==> config.mk <==
export PLATFORM = sky130hd
export DESIGN_NAME = loudness_meter
export DESIGN_NICKNAME = d
export VERILOG_FILES = /design/src/hdl/loudness_pkg.sv /design/src/hdl/loudness_meter.sv
export VERILOG_INCLUDE_DIRS = /design/src /design/src/hdl
export SDC_FILE = /design/constraint.sdc
export NUM_CORES = 1
export LEC_CHECK = 0
export BUFFER_PORTS_ARGS = -buffer_cell sky130_fd_sc_hd__buf_4
export CAP_MARGIN = 20
export CORE_ASPECT_RATIO = 1.2
export CORE_MARGIN = 5
export CORE_UTILIZATION = 31
export DETAILED_ROUTE_END_ITERATION = 7
export PLACE_DENSITY = 0.49
export SYNTH_ARGS = -nofsm -noshare
export SYNTH_HDL_FRONTEND = slang
export SYNTH_SLANG_ARGS = --single-unit
==> constraint.sdc <==
create_clock -name clk_i -period 17 [get_ports clk_i]
set_input_delay 2.55 -clock clk_i [delete_from_list [all_inputs] [get_ports clk_i]]
set_output_delay 2.55 -clock clk_i [all_outputs]
set_load 0.02 [all_outputs]
==> src/hdl/loudness_regs.svh <==
// Register offsets, field positions, reset values and timing counts of the loudness meter
`ifndef LOUDNESS_REGS_SVH
`define LOUDNESS_REGS_SVH
`define OFS_CTRL 8'h00
`define OFS_STATUS 8'h04
`define OFS_IRQ_STAT 8'h08
`define OFS_IRQ_MASK 8'h0C
`define OFS_COUNT 8'h10
`define CTRL_REMOTE_EN_BIT 0
`define CTRL_RESET 1'b1
`define IRQ_MASK_RESET 3'h0
`define IRQ_MODE_BIT 0
`define IRQ_LEVEL_BIT 1
`define IRQ_TRIP_BIT 2
`define STAT_MODE_LSB 0
`define STAT_TRIP_BIT 2
`define STAT_RUN_BIT 3
`define STAT_LEVEL_LSB 8
`define CLK_MHZ 200
`define SAMPLE_PERIOD_MS 850
`define SAMPLE_CYCLES (`SAMPLE_PERIOD_MS * `CLK_MHZ * 1000)
`define DEBOUNCE_MS 5
`define DEBOUNCE_CYCLES (`DEBOUNCE_MS * `CLK_MHZ * 1000)
`define REF_LEVEL_DB 85
`define TRIP_BASE_DB 78
`define TRIP_OFF_SEL 4'hF
`endif

==> src/hdl/loudness_pkg.sv <==
// Types shared by the loudness meter
package loudness_pkg;
   typedef enum logic [1:0] {
      MODE_CAL = 2'h0,
      MODE_MEAS = 2'h1,
      MODE_STOP = 2'h3
   } mode_t;
   typedef enum logic [1:0] {
      CALC_IDLE = 2'h0,
      CALC_DIV = 2'h1,
      CALC_LOG = 2'h3
   } calc_t;
   // Front buttons and remote contact, 1 = pressed or closed
   typedef struct packed {
      logic cal;
      logic start;
      logic stop;
      logic remote_closed;
   } panel_t;
endpackage : loudness_pkg

==> src/hdl/loudness_meter.sv <==
// Loudness meter mode control, long-term averaging and APB register file
//
// Contract
// - Contact close or stop: stop, flash level (the code stops only from measurement; in calibration both are ignored)
// - Contact open or start: new measurement
// - Calibrate button always enters calibration
// - Remote start from calibration needs close-open
// - 12-bit level sample taken for averaging
// - Sample every 850 ms, sum, divide
// - Square root, dB, reference reads 85
// - Stop clears sum and averager, holds display
// - Three-state mode, button LEDs, change interrupt
// - One remote line acts as start/stop
// - Logic signal runs the analog averager
// - Trip checked only at stop
// - Selector 0..E is 78..92, F disables
//
// Our own choices: register access over APB and the placing of the registers.
`include "loudness_regs.svh"
module loudness_meter import loudness_pkg::*; #(
   parameter int SAMPLE_CYCLES = `SAMPLE_CYCLES,
   parameter int DEBOUNCE_CYCLES = `DEBOUNCE_CYCLES,
   parameter logic [11:0] REF_CODE = 12'h400,
   parameter int CNT_W = 20
) (
   input wire logic clk_i,
   input wire logic rst_i,
   input wire logic psel_i,
   input wire logic penable_i,
   input wire logic pwrite_i,
   input wire logic [7:0] paddr_i,
   input wire logic [31:0] pwdata_i,
   output logic [31:0] prdata_o,
   output logic pready_o,
   output logic pslverr_o,
   input wire panel_t panel_i,
   input wire logic [3:0] trip_sel_i,
   input wire logic [11:0] adc_sample_i,
   output logic adc_take_o,
   output logic [7:0] level_o,
   output logic display_flash_o,
   output logic led_cal_o,
   output logic led_run_o,
   output logic led_stop_o,
   output logic avg_run_o,
   output logic trip_o,
   output logic trip_led_o,
   output logic irq_o
);
   localparam int TW = $clog2(SAMPLE_CYCLES);
   localparam int DW = $clog2(DEBOUNCE_CYCLES) + 1;
   localparam int SW = 12 + CNT_W;
   localparam int BW = $clog2(SW);

   // Input conditioning
   logic [3:0] s1_ff, s2_ff, db_ff, dbp_ff, nxt_db;
   logic [3:0][DW-1:0] dcnt_ff, nxt_dcnt;

   always_comb begin
      for (int i = 0; i < 4; i++) begin
         nxt_db[i] = db_ff[i];
         nxt_dcnt[i] = '0;
         if (s2_ff[i] != db_ff[i]) begin
            // Level must hold for the whole window before it is believed
            if (dcnt_ff[i] == DW'(DEBOUNCE_CYCLES - 1)) begin
               nxt_db[i] = s2_ff[i];
            end else begin
               nxt_dcnt[i] = dcnt_ff[i] + 1'b1;
            end
         end
      end
   end

   always_ff @(posedge clk_i or posedge rst_i) begin
      if (rst_i) begin
         s1_ff <= 4'h0;
         s2_ff <= 4'h0;
         db_ff <= 4'h0;
         dbp_ff <= 4'h0;
         dcnt_ff <= '0;
      end else begin
         s1_ff <= panel_i;
         s2_ff <= s1_ff;
         db_ff <= nxt_db;
         dbp_ff <= db_ff;
         dcnt_ff <= nxt_dcnt;
      end
   end

   logic ctrl_ff;
   logic cal_rise, start_rise, stop_rise, rem_close, rem_open, start_ev, stop_ev;
   assign cal_rise = db_ff[3] & ~dbp_ff[3];
   assign start_rise = db_ff[2] & ~dbp_ff[2];
   assign stop_rise = db_ff[1] & ~dbp_ff[1];
   // Edges only, so a line that was already open never starts a run
   assign rem_close = ctrl_ff & db_ff[0] & ~dbp_ff[0];
   assign rem_open = ctrl_ff & ~db_ff[0] & dbp_ff[0];
   assign start_ev = start_rise | rem_open;
   assign stop_ev = stop_rise | rem_close;

   function automatic logic [7:0] log2q(input logic [11:0] m);
      logic [3:0] p;
      logic [11:0] nm;
      p = 4'h0;
      for (int i = 0; i < 12; i++) begin
         if (m[i]) begin
            p = 4'(i);
         end
      end
      nm = m << (4'hB - p);
      return {p, nm[10:7]};
   endfunction : log2q

   // Square root is half the log; 6.02 dB per octave is 96/256 per 1/16 step
   function automatic logic [7:0] to_db(input logic [11:0] m);
      logic signed [9:0] half;
      logic signed [17:0] db;
      half = (signed'({2'h0, log2q(m)}) - signed'({2'h0, log2q(REF_CODE)})) >>> 1;
      db = half * 10'sh060;
      db = ((db + 18'sh00080) >>> 8) + signed'(18'(`REF_LEVEL_DB));
      if (m == 12'h000 || db < 18'sh00000) begin
         return 8'h00;
      end else if (db > 18'sh000FF) begin
         return 8'hFF;
      end
      return db[7:0];
   endfunction : to_db

   // Mode, averaging and trip
   mode_t mode_ff, nxt_mode;
   calc_t calc_ff, nxt_calc;
   logic [TW-1:0] tick_ff, nxt_tick;
   logic [SW-1:0] sum_ff, nxt_sum, quo_ff, nxt_quo, rem_ff, nxt_rem, dvs_ff, nxt_dvs, shv;
   logic [CNT_W-1:0] n_ff, nxt_n;
   logic [BW-1:0] step_ff, nxt_step;
   logic [7:0] level_ff, nxt_level;
   logic trip_ff, nxt_trip, take_ff, nxt_take;
   logic tick, go_meas, mode_chg, ev_level, ev_trip;

   assign tick = tick_ff == TW'(SAMPLE_CYCLES - 1);
   assign go_meas = start_ev & ~cal_rise & ~(stop_ev & (mode_ff == MODE_MEAS));
   assign mode_chg = nxt_mode != mode_ff;

   always_comb begin
      nxt_mode = mode_ff;
      nxt_calc = calc_ff;
      nxt_tick = tick ? '0 : tick_ff + 1'b1;
      nxt_sum = sum_ff;
      nxt_n = n_ff;
      nxt_quo = quo_ff;
      nxt_rem = rem_ff;
      nxt_dvs = dvs_ff;
      nxt_step = step_ff;
      nxt_level = level_ff;
      nxt_trip = trip_ff;
      nxt_take = 1'b0;
      ev_level = 1'b0;
      ev_trip = 1'b0;
      shv = {rem_ff[SW-2:0], quo_ff[SW-1]};
      if (cal_rise) begin
         nxt_mode = MODE_CAL;
      end else if (stop_ev && mode_ff == MODE_MEAS) begin
         nxt_mode = MODE_STOP;
      end else if (go_meas) begin
         nxt_mode = MODE_MEAS;
      end
      if (mode_ff != MODE_STOP && tick) begin
         nxt_take = 1'b1;
         if (mode_ff == MODE_CAL) begin
            // Calibration shows the latest sample alone
            nxt_sum = SW'(adc_sample_i);
            nxt_n = CNT_W'(1);
         end else begin
            nxt_sum = sum_ff + SW'(adc_sample_i);
            nxt_n = n_ff + 1'b1;
         end
         nxt_quo = nxt_sum;
         nxt_dvs = SW'(nxt_n);
         nxt_rem = '0;
         nxt_step = '0;
         nxt_calc = CALC_DIV;
      end else begin
         case (calc_ff)
            CALC_IDLE: begin
               nxt_calc = CALC_IDLE;
            end
            CALC_DIV: begin
               // One quotient bit a cycle: sum over elapsed periods
               if (shv >= dvs_ff) begin
                  nxt_rem = shv - dvs_ff;
                  nxt_quo = {quo_ff[SW-2:0], 1'b1};
               end else begin
                  nxt_rem = shv;
                  nxt_quo = {quo_ff[SW-2:0], 1'b0};
               end
               nxt_step = step_ff + 1'b1;
               if (step_ff == BW'(SW - 1)) begin
                  nxt_calc = CALC_LOG;
               end
            end
            CALC_LOG: begin
               nxt_level = to_db((|quo_ff[SW-1:12]) ? 12'hFFF : quo_ff[11:0]);
               ev_level = 1'b1;
               nxt_calc = CALC_IDLE;
            end
            default: begin
               nxt_calc = CALC_IDLE;
            end
         endcase
      end
      if (go_meas || nxt_mode != mode_ff) begin
         // Both the new run and the stop start from an empty average
         nxt_tick = '0;
         nxt_sum = '0;
         nxt_n = '0;
      end
      if (mode_ff == MODE_MEAS && nxt_mode == MODE_STOP) begin
         // Judged on the final level only
         nxt_trip = (trip_sel_i != `TRIP_OFF_SEL) && (level_ff > 8'(`TRIP_BASE_DB) + 8'(trip_sel_i));
         ev_trip = nxt_trip;
      end else if (nxt_mode != MODE_STOP) begin
         nxt_trip = 1'b0;
      end
   end

   always_ff @(posedge clk_i or posedge rst_i) begin
      if (rst_i) begin
         mode_ff <= MODE_STOP;
         calc_ff <= CALC_IDLE;
         tick_ff <= '0;
         sum_ff <= '0;
         n_ff <= '0;
         quo_ff <= '0;
         rem_ff <= '0;
         dvs_ff <= '0;
         step_ff <= '0;
         level_ff <= 8'h00;
         trip_ff <= 1'b0;
         take_ff <= 1'b0;
         led_cal_o <= 1'b0;
         led_run_o <= 1'b0;
         led_stop_o <= 1'b1;
         display_flash_o <= 1'b1;
         avg_run_o <= 1'b0;
      end else begin
         mode_ff <= nxt_mode;
         calc_ff <= nxt_calc;
         tick_ff <= nxt_tick;
         sum_ff <= nxt_sum;
         n_ff <= nxt_n;
         quo_ff <= nxt_quo;
         rem_ff <= nxt_rem;
         dvs_ff <= nxt_dvs;
         step_ff <= nxt_step;
         level_ff <= nxt_level;
         trip_ff <= nxt_trip;
         take_ff <= nxt_take;
         led_cal_o <= nxt_mode == MODE_CAL;
         led_run_o <= nxt_mode == MODE_MEAS;
         led_stop_o <= nxt_mode == MODE_STOP;
         display_flash_o <= nxt_mode == MODE_STOP;
         avg_run_o <= nxt_mode == MODE_MEAS;
      end
   end

   assign adc_take_o = take_ff;
   assign level_o = level_ff;
   assign trip_o = trip_ff;
   assign trip_led_o = trip_ff;

   // APB slave: one wait state, then the access completes
   logic [2:0] mask_ff, nxt_mask, irq_ff, nxt_irq, rd_clr;
   logic [31:0] nxt_prdata;
   logic nxt_pready, nxt_slverr, nxt_ctrl, commit;

   assign commit = psel_i & penable_i & pready_o;

   always_comb begin
      nxt_pready = psel_i & penable_i & ~pready_o;
      nxt_prdata = prdata_o;
      nxt_slverr = pslverr_o;
      nxt_ctrl = ctrl_ff;
      nxt_mask = mask_ff;
      rd_clr = 3'h0;
      if (nxt_pready) begin
         nxt_prdata = 32'h0000_0000;
         nxt_slverr = 1'b0;
         case (paddr_i)
            `OFS_CTRL: nxt_prdata[`CTRL_REMOTE_EN_BIT] = ctrl_ff;
            `OFS_STATUS: begin
               nxt_prdata[`STAT_MODE_LSB +: 2] = mode_ff;
               nxt_prdata[`STAT_TRIP_BIT] = trip_ff;
               nxt_prdata[`STAT_RUN_BIT] = avg_run_o;
               nxt_prdata[`STAT_LEVEL_LSB +: 8] = level_ff;
            end
            `OFS_IRQ_STAT: nxt_prdata[2:0] = irq_ff;
            `OFS_IRQ_MASK: nxt_prdata[2:0] = mask_ff;
            `OFS_COUNT: nxt_prdata[CNT_W-1:0] = n_ff;
            default: nxt_slverr = 1'b1;
         endcase
      end
      if (commit && pwrite_i && paddr_i == `OFS_CTRL) begin
         nxt_ctrl = pwdata_i[`CTRL_REMOTE_EN_BIT];
      end
      if (commit && pwrite_i && paddr_i == `OFS_IRQ_MASK) begin
         nxt_mask = pwdata_i[2:0];
      end
      // Clear only what the read reported; a new event wins over the clear
      if (commit && !pwrite_i && paddr_i == `OFS_IRQ_STAT) begin
         rd_clr = prdata_o[2:0];
      end
      nxt_irq = (irq_ff & ~rd_clr) | {ev_trip, ev_level, mode_chg};
   end

   always_ff @(posedge clk_i or posedge rst_i) begin
      if (rst_i) begin
         pready_o <= 1'b0;
         prdata_o <= 32'h0000_0000;
         pslverr_o <= 1'b0;
         ctrl_ff <= `CTRL_RESET;
         mask_ff <= `IRQ_MASK_RESET;
         irq_ff <= 3'h0;
         irq_o <= 1'b0;
      end else begin
         pready_o <= nxt_pready;
         prdata_o <= nxt_prdata;
         pslverr_o <= nxt_slverr;
         ctrl_ff <= nxt_ctrl;
         mask_ff <= nxt_mask;
         irq_ff <= nxt_irq;
         irq_o <= |(nxt_irq & nxt_mask);
      end
   end
endmodule : loudness_meter

### After elaboration in Yosys (flattened, before gate mapping)

Index checks and enable logic that the tools add are counted.

| word-level totals | value |
|---|---|
| bits in registers | 315 |
| bits in latches | 0 |
| RAM bits | 0 |
| bits in read-only memories | 0 |
| bits of input ports | 65 |
| output and inout bits | 51 |
| word-level logic and storage cells | 198 |
| memories kept | 0 |

| cells by class | value |
|---|---|
| add/subtract/negate cells | 14 |
| $mul | 1 |
| div/mod/pow operators | 0 |
| order comparisons | 4 |
| equality and inequality tests | 24 |
| shifts and indexed selects | 1 |
| mux-type cells | 66 |
| bitwise gates (word level) | 28 |
| reduce and logical (&&, ||, !) cells | 27 |

Operators with widths:

| kind | count |
|---|---|
| 2-to-1 mux 21 bit | 8 |
| 2-to-1 mux 32 bit | 5 |
| 2-to-1 mux 31 bit | 3 |
| adder 21 x 1 -> 21 bit, second input constant | 4 |
| == test 21 x 20 -> 1 bit, second input constant | 4 |
| 2-to-1 mux 20 bit | 3 |
| 2-to-1 mux 28 bit | 2 |
| 2-to-1 mux 4 bit | 14 |
| adder 32 x 12 -> 32 bit | 1 |
| greater-or-equal comparator 32 x 20 -> 1 bit | 1 |
| subtractor 31 x 20 -> 31 bit | 1 |
| adder 28 x 1 -> 28 bit, second input constant | 1 |
| == test 28 bit, second input constant | 1 |
| 2-to-1 mux 8 bit | 3 |
| adder 20 x 1 -> 20 bit, second input constant | 1 |
| OR reduction 20 bit | 1 |
| adder 16 x 9 -> 17 bit, second input constant | 1 |
| == test 8 x 4 -> 1 bit, second input constant | 2 |
| case mux 8 bit (2 select lines) | 1 |
| AND 1 bit | 13 |
| 2-to-1 mux 1 bit | 13 |
| zero test 12 bit | 1 |
| 2-to-1 mux 12 bit | 1 |
| 2-to-1 mux 2 bit | 6 |
| 39 further kinds | 74 |

### Logic depth before layout (Yosys ltp)

| depth | value |
|---|---|
| depth in word-level cells | 27 |
| gate-level depth with buffers | 26 |
| mapped depth without buffers | 25 |

### Worst setup path before layout

No wires, ideal clock.

| path | value |
|---|---|
| path kind | flip-flop to flip-flop |
| from | register quo_ff[30] |
| to | register level_ff[7], in the netlist level_o[7] |
| arrival | 5.399 ns |
| setup slack | 11.480 ns |
| stages on the path, launching flop included | 23 |
| buffers on the path | 0 |
| clock period less this slack | 5.520 ns |
| cells stage by stage | dfrtp_1 nor4_1 nand3_1 nor2_1 and3_1 inv_1 a21oi_1 ha_1 o31ai_1 ha_1 ha_1 fa_1 ha_1 xnor2_1 ha_1 o21bai_1 a32oi_1 a211oi_1 o221ai_1 o211ai_1 mux2i_1 or3_1 a32o_1 |

| between the ends | value |
|---|---|
| word-level cells in the longest chain between the ends | 27 |

RTL lines:

| item | line | source |
|---|---|---|
| start, declared | loudness_meter.sv:133 | `logic [SW-1:0] sum_ff, nxt_sum, quo_ff, nxt_quo, rem_ff, nxt_rem, dvs_ff, nxt_dvs, shv;` |
| start signal, assigned | loudness_meter.sv:251 | `quo_ff <= nxt_quo;` |
| OR reduction 20 bit * | loudness_meter.sv:202 | `nxt_level = to_db((\|quo_ff[SW-1:12]) ? 12'hFFF : quo_ff[11:0]);` |
| 2-to-1 mux 12 bit * | loudness_meter.sv:202 |  |
| 2-to-1 mux 1 bit | loudness_meter.sv:106 | `if (m[i]) begin` |
| 2-to-1 mux 4 bit (10 in series) | loudness_meter.sv:106 |  |
| 2-to-1 mux 4 bit | loudness_meter.sv:183 | `case (calc_ff)` |
| 2-to-1 mux 4 bit | loudness_meter.sv:167 | `if (mode_ff != MODE_STOP && tick) begin` |
| subtractor 4 bit | loudness_meter.sv:110 | `nm = m << (4'hB - p);` |
| left shift 12 x 4 -> 11 bit | loudness_meter.sv:110 |  |
| (+2 left out) | n/a |  |
| adder 16 x 9 -> 17 bit | loudness_meter.sv:120 | `` db = ((db + 18'sh00080) >>> 8) + signed'(18'(`REF_LEVEL_DB)); `` |
| adder 9 x 8 -> 10 bit | loudness_meter.sv:120 |  |
| greater-than comparator 10 x 9 -> 1 bit / less-than comparator 10 x 1 -> 1 bit (equally long branches) | loudness_meter.sv:123, loudness_meter.sv:121 |  |
| 2-to-1 mux 1 bit / logical OR 1 bit (equally long branches) | loudness_meter.sv:123, loudness_meter.sv:121 |  |
| 2-to-1 mux 1 bit | loudness_meter.sv:121 | `if (m == 12'h000 \|\| db < 18'sh00000) begin` |
| 2-to-1 mux 1 bit | loudness_meter.sv:183 |  |
| 2-to-1 mux 1 bit | loudness_meter.sv:167 |  |
| 2-to-1 mux 8 bit * | loudness_meter.sv:126 | `return db[7:0];` |
| end signal, assigned | loudness_meter.sv:255 | `level_ff <= nxt_level;` |
| end, declared | loudness_meter.sv:136 | `logic [7:0] level_ff, nxt_level;` |

Mark *: on every way between the ends. The rest lies on a longest branch, timed or not. The select of a mux whose other input is x is not followed.
A chain may end at the register's enable or synchronous reset.

### Worst setup path in the final report

| path | value |
|---|---|
| from | register quo_ff[26] |
| to | register level_ff[7], in the netlist level_o[7] |

Same word-level chain as after synthesis.

==> results.sh <==
export IMPL_status="finished, violations left"
export IMPL_violations="design-rule violations"
export IMPL_startpoint_type="flop"
export IMPL_setup_viol=0
export IMPL_ios=116
export IMPL_num_rows=98
export IMPL_ir_worst_vdd_uv=82.5
export IMPL_worstSetupEndpointType="flop"
export IMPL_synth_edff_count=0
export IMPL_path_clk_slew_ps=60
export IMPL_gr_total_overflow=0
export IMPL_maxCapViolCount=0
export IMPL_reg2reg_depth=25
export IMPL_fin_ws_ps=9750
export IMPL_tritoncts="yes"
export IMPL_coreArea_mm2=0.0592
export IMPL_synth_area_leaders="dfrtp_1 42%, nor2_1 4.8%, xor2_1 4.8%, nand2_1 4.6%, ha_1 4.3%"
export IMPL_yosys_warnings=0
export IMPL_gp_congestion=0.820
export IMPL_synthDistinctLibCells=93
export IMPL_antenna_found_initial=0
export IMPL_dpl_hpwl_um=33400
export IMPL_die_h_um=277
export IMPL_die_x_um=233
export IMPL_synth_seq_area_share_pct=42.8
export IMPL_cp_data_required_time_ps=17430
export IMPL_viasPerCell=5.15
export IMPL_holdWs_ps=348
export IMPL_finalNonFillerCells=2925
export IMPL_fin_crit_ps=7250
export IMPL_hold_path_cell_count=0
export IMPL_power_mw=1.65
export IMPL_grt_pass1_vias=15100
export IMPL_power_density_mw_per_mm2=78.7
export IMPL_drtPass1Iterations=8
export IMPL_cts_hold_buffers=0
export IMPL_dpl_cell_area_mm2=0.0198
export IMPL_timing_fmax_ghz=0.138
export IMPL_grt_usage_pct=15.0
export IMPL_cts_buffers=37
export IMPL_critical_path_max_fanout=11
export IMPL_cts_buffer_depth=3
export IMPL_dr_total_vias=15100
export IMPL_placedCellCount=2860
export IMPL_post_cts_repair_setup_buffers=0
export IMPL_avgSynthCellArea_um2=8.97
export IMPL_start_util_pct=31.1
export IMPL_drc_errors=4
export IMPL_worstHoldPathType="flop to flop"
export IMPL_grt_max_degree=116
export IMPL_layout_nets=2231
export IMPL_ys_seq_elements=315
export IMPL_ant_nets=0
export IMPL_p_leak_nw=9.25
export IMPL_rsz0062_at_grt="no"
export IMPL_critPathKind="flop to flop"
export IMPL_period_share_pct=42.7
export IMPL_ys_async_sr_fraction_pct=100
export IMPL_wl_per_cell_um=16.8
export IMPL_io_buffer_count=74
export IMPL_cp_arrival_ps=7680
export IMPL_syn_inst=2055
export IMPL_synth_top_area_share_pct=42.2
export IMPL_yosys_area_top_type="dfrtp_1"
export IMPL_skew_ps=17.2
export IMPL_clock_latency_ps=540
export IMPL_cts_sinks=315
export IMPL_final_core_util_pct=35.5
export IMPL_ys_flop_type="dfrtp_1"
export IMPL_slew_viol_final=0
export IMPL_dieArea_mm2=0.0645
export IMPL_grt_pass1_wl_um=80900
export IMPL_nFillCells=6029
export IMPL_design_area_mm2=0.0210
export IMPL_pre_cts_ws_ps=9910
export IMPL_clockRootBuffer="clkbuf_16"
export IMPL_fin_tns_setup_ps=0
export IMPL_hold_viol=0
export IMPL_h_tree_depth=2
export IMPL_syn_area_mm2=0.0184
export IMPL_slew_headroom_pct=34.3
export IMPL_drt_initial_drc_count=846
export IMPL_cts_repair_resized=0
export IMPL_antenna_cells=0
export IMPL_worst_pin_slew_ps=983
export IMPL_wirelength_um=49000
export IMPL_area_delta_synth_final_pct=14.0
export IMPL_drive_gt1_share_pct=9.22
==> worst paths after layout <==
check | from | to | slack (ps)
setup / recovery | quo_ff[26] | level_o[7] | 9750
hold / removal | s1_ff[2] | s2_ff[2] | 350
setup reg to reg | quo_ff[26] | level_o[7] | 9750
hold reg to reg | s1_ff[2] | s2_ff[2] | 350
max in group asynchronous | rst_i | dcnt_ff[31] | 13310
min in group asynchronous | rst_i | tick_ff[25] | 2200
==> cell families (layout without fill, tap and decap cells) <==
logic type,count (synthesis),after routing,share of synthesized area (%)
compound gates,453,453,15.9
xor+xnor,179,179,8.50
fa+ha+maj,67,67,4.67
buf+inv,164,223,3.73
flops,315,315,42.8
mux,42,42,2.41
other cells,1,12,0.0203
simple gates,834,834,22.0
==> area by class of cell <==
| class | count | area (um^2) | share of cell area [%] |
|---|---|---|---|
| Clock buffer | 59 | 1110 | 5.29 |
| Clock inverter | 6 | 138 | 0.655 |
| Inverter | 64 | 248 | 1.18 |
| Multi-Input combinational cell | 1587 | 9930 | 47.2 |
| Sequential cell | 315 | 7890 | 37.5 |
| Tap cell | 800 | 1000 | 4.76 |
| Timing Repair Buffer | 94 | 708 | 3.37 |
==> worst max-delay path, stage by stage, from the launching register on <==
cell      delay, ps
dfrtp_1         420
nor4_1          360
nand3_1         330
nor2_1          600
and3_1          290
inv_1           100
a21oi_1         400
inv_1           220
o211ai_1        290
a21o_1          150
nand2_1          60
o31ai_1         110
ha_1            290
ha_1            240
fa_1            540
ha_1            310
xnor2_1         290
ha_1            280
o21bai_1        140
a32oi_1         120
a211oi_1        510
o221ai_1        270
o211ai_1        150
mux2i_1         120
or3_1           320
a32o_1          240
==> state kept, by name, indices dropped and copies added, names as in the netlist, 2 cells and up <==
signal and count:
sum_ff 32, mask_ff 3, s1_ff 4, tick_ff 28, calc_ff 2, rem_ff 31, n_ff 20, dvs_ff 20
irq_ff 3, dbp_ff 4, step_ff 5, mode_ff 2, prdata_o 20, dcnt_ff 84, s2_ff 4, db_ff 4
level_o 8, quo_ff 32
==> synth_stat cells, drive strengths merged (14+ instances only) <==
cell type  instances
and4              18
dfrtp            311
mux2i             32
a211oi            26
xor2             101
nand4             27
nand2            227
clkbuf            71
ha                64
inv               63
o21ai            142
buf               29
or3               26
nor3              38
nand2b            16
nand3b            14
nor4              20
a21o              20
a21oi            122
o31ai             17
and3              51
nor2             237
nand3            101
xnor2             78
==> where the power goes <==
part | internal (mW) | switching, mW
clock network | 0.508 | 0.322
registers | 0.756 | 0.00589
logic | 0.0201 | 0.0422
total | 1.28 | 0.370
==> cells in the final DEF, fill, tap and decap left out, types with 61 or more instances in the layout <==
| cell type | instances |
|---|---|
| a21oi_1 | 120 |
| buf_4 | 93 |
| dfrtp_1 | 311 |
| ha_1 | 64 |
| inv_1 | 61 |
| nand2_1 | 227 |
| nand3_1 | 101 |
| nor2_1 | 235 |
| o21ai_0 | 137 |
| xnor2_1 | 78 |
| xor2_1 | 101 |
==> routing by layer <==
layer	GRT usage (%)	part of all wire (%)
met5	0	0
met4	3.79	2.1
met3	2.41	3.6
met2	25.6	49
met1	20.0	46
Power figures use the tool's default switching activity.
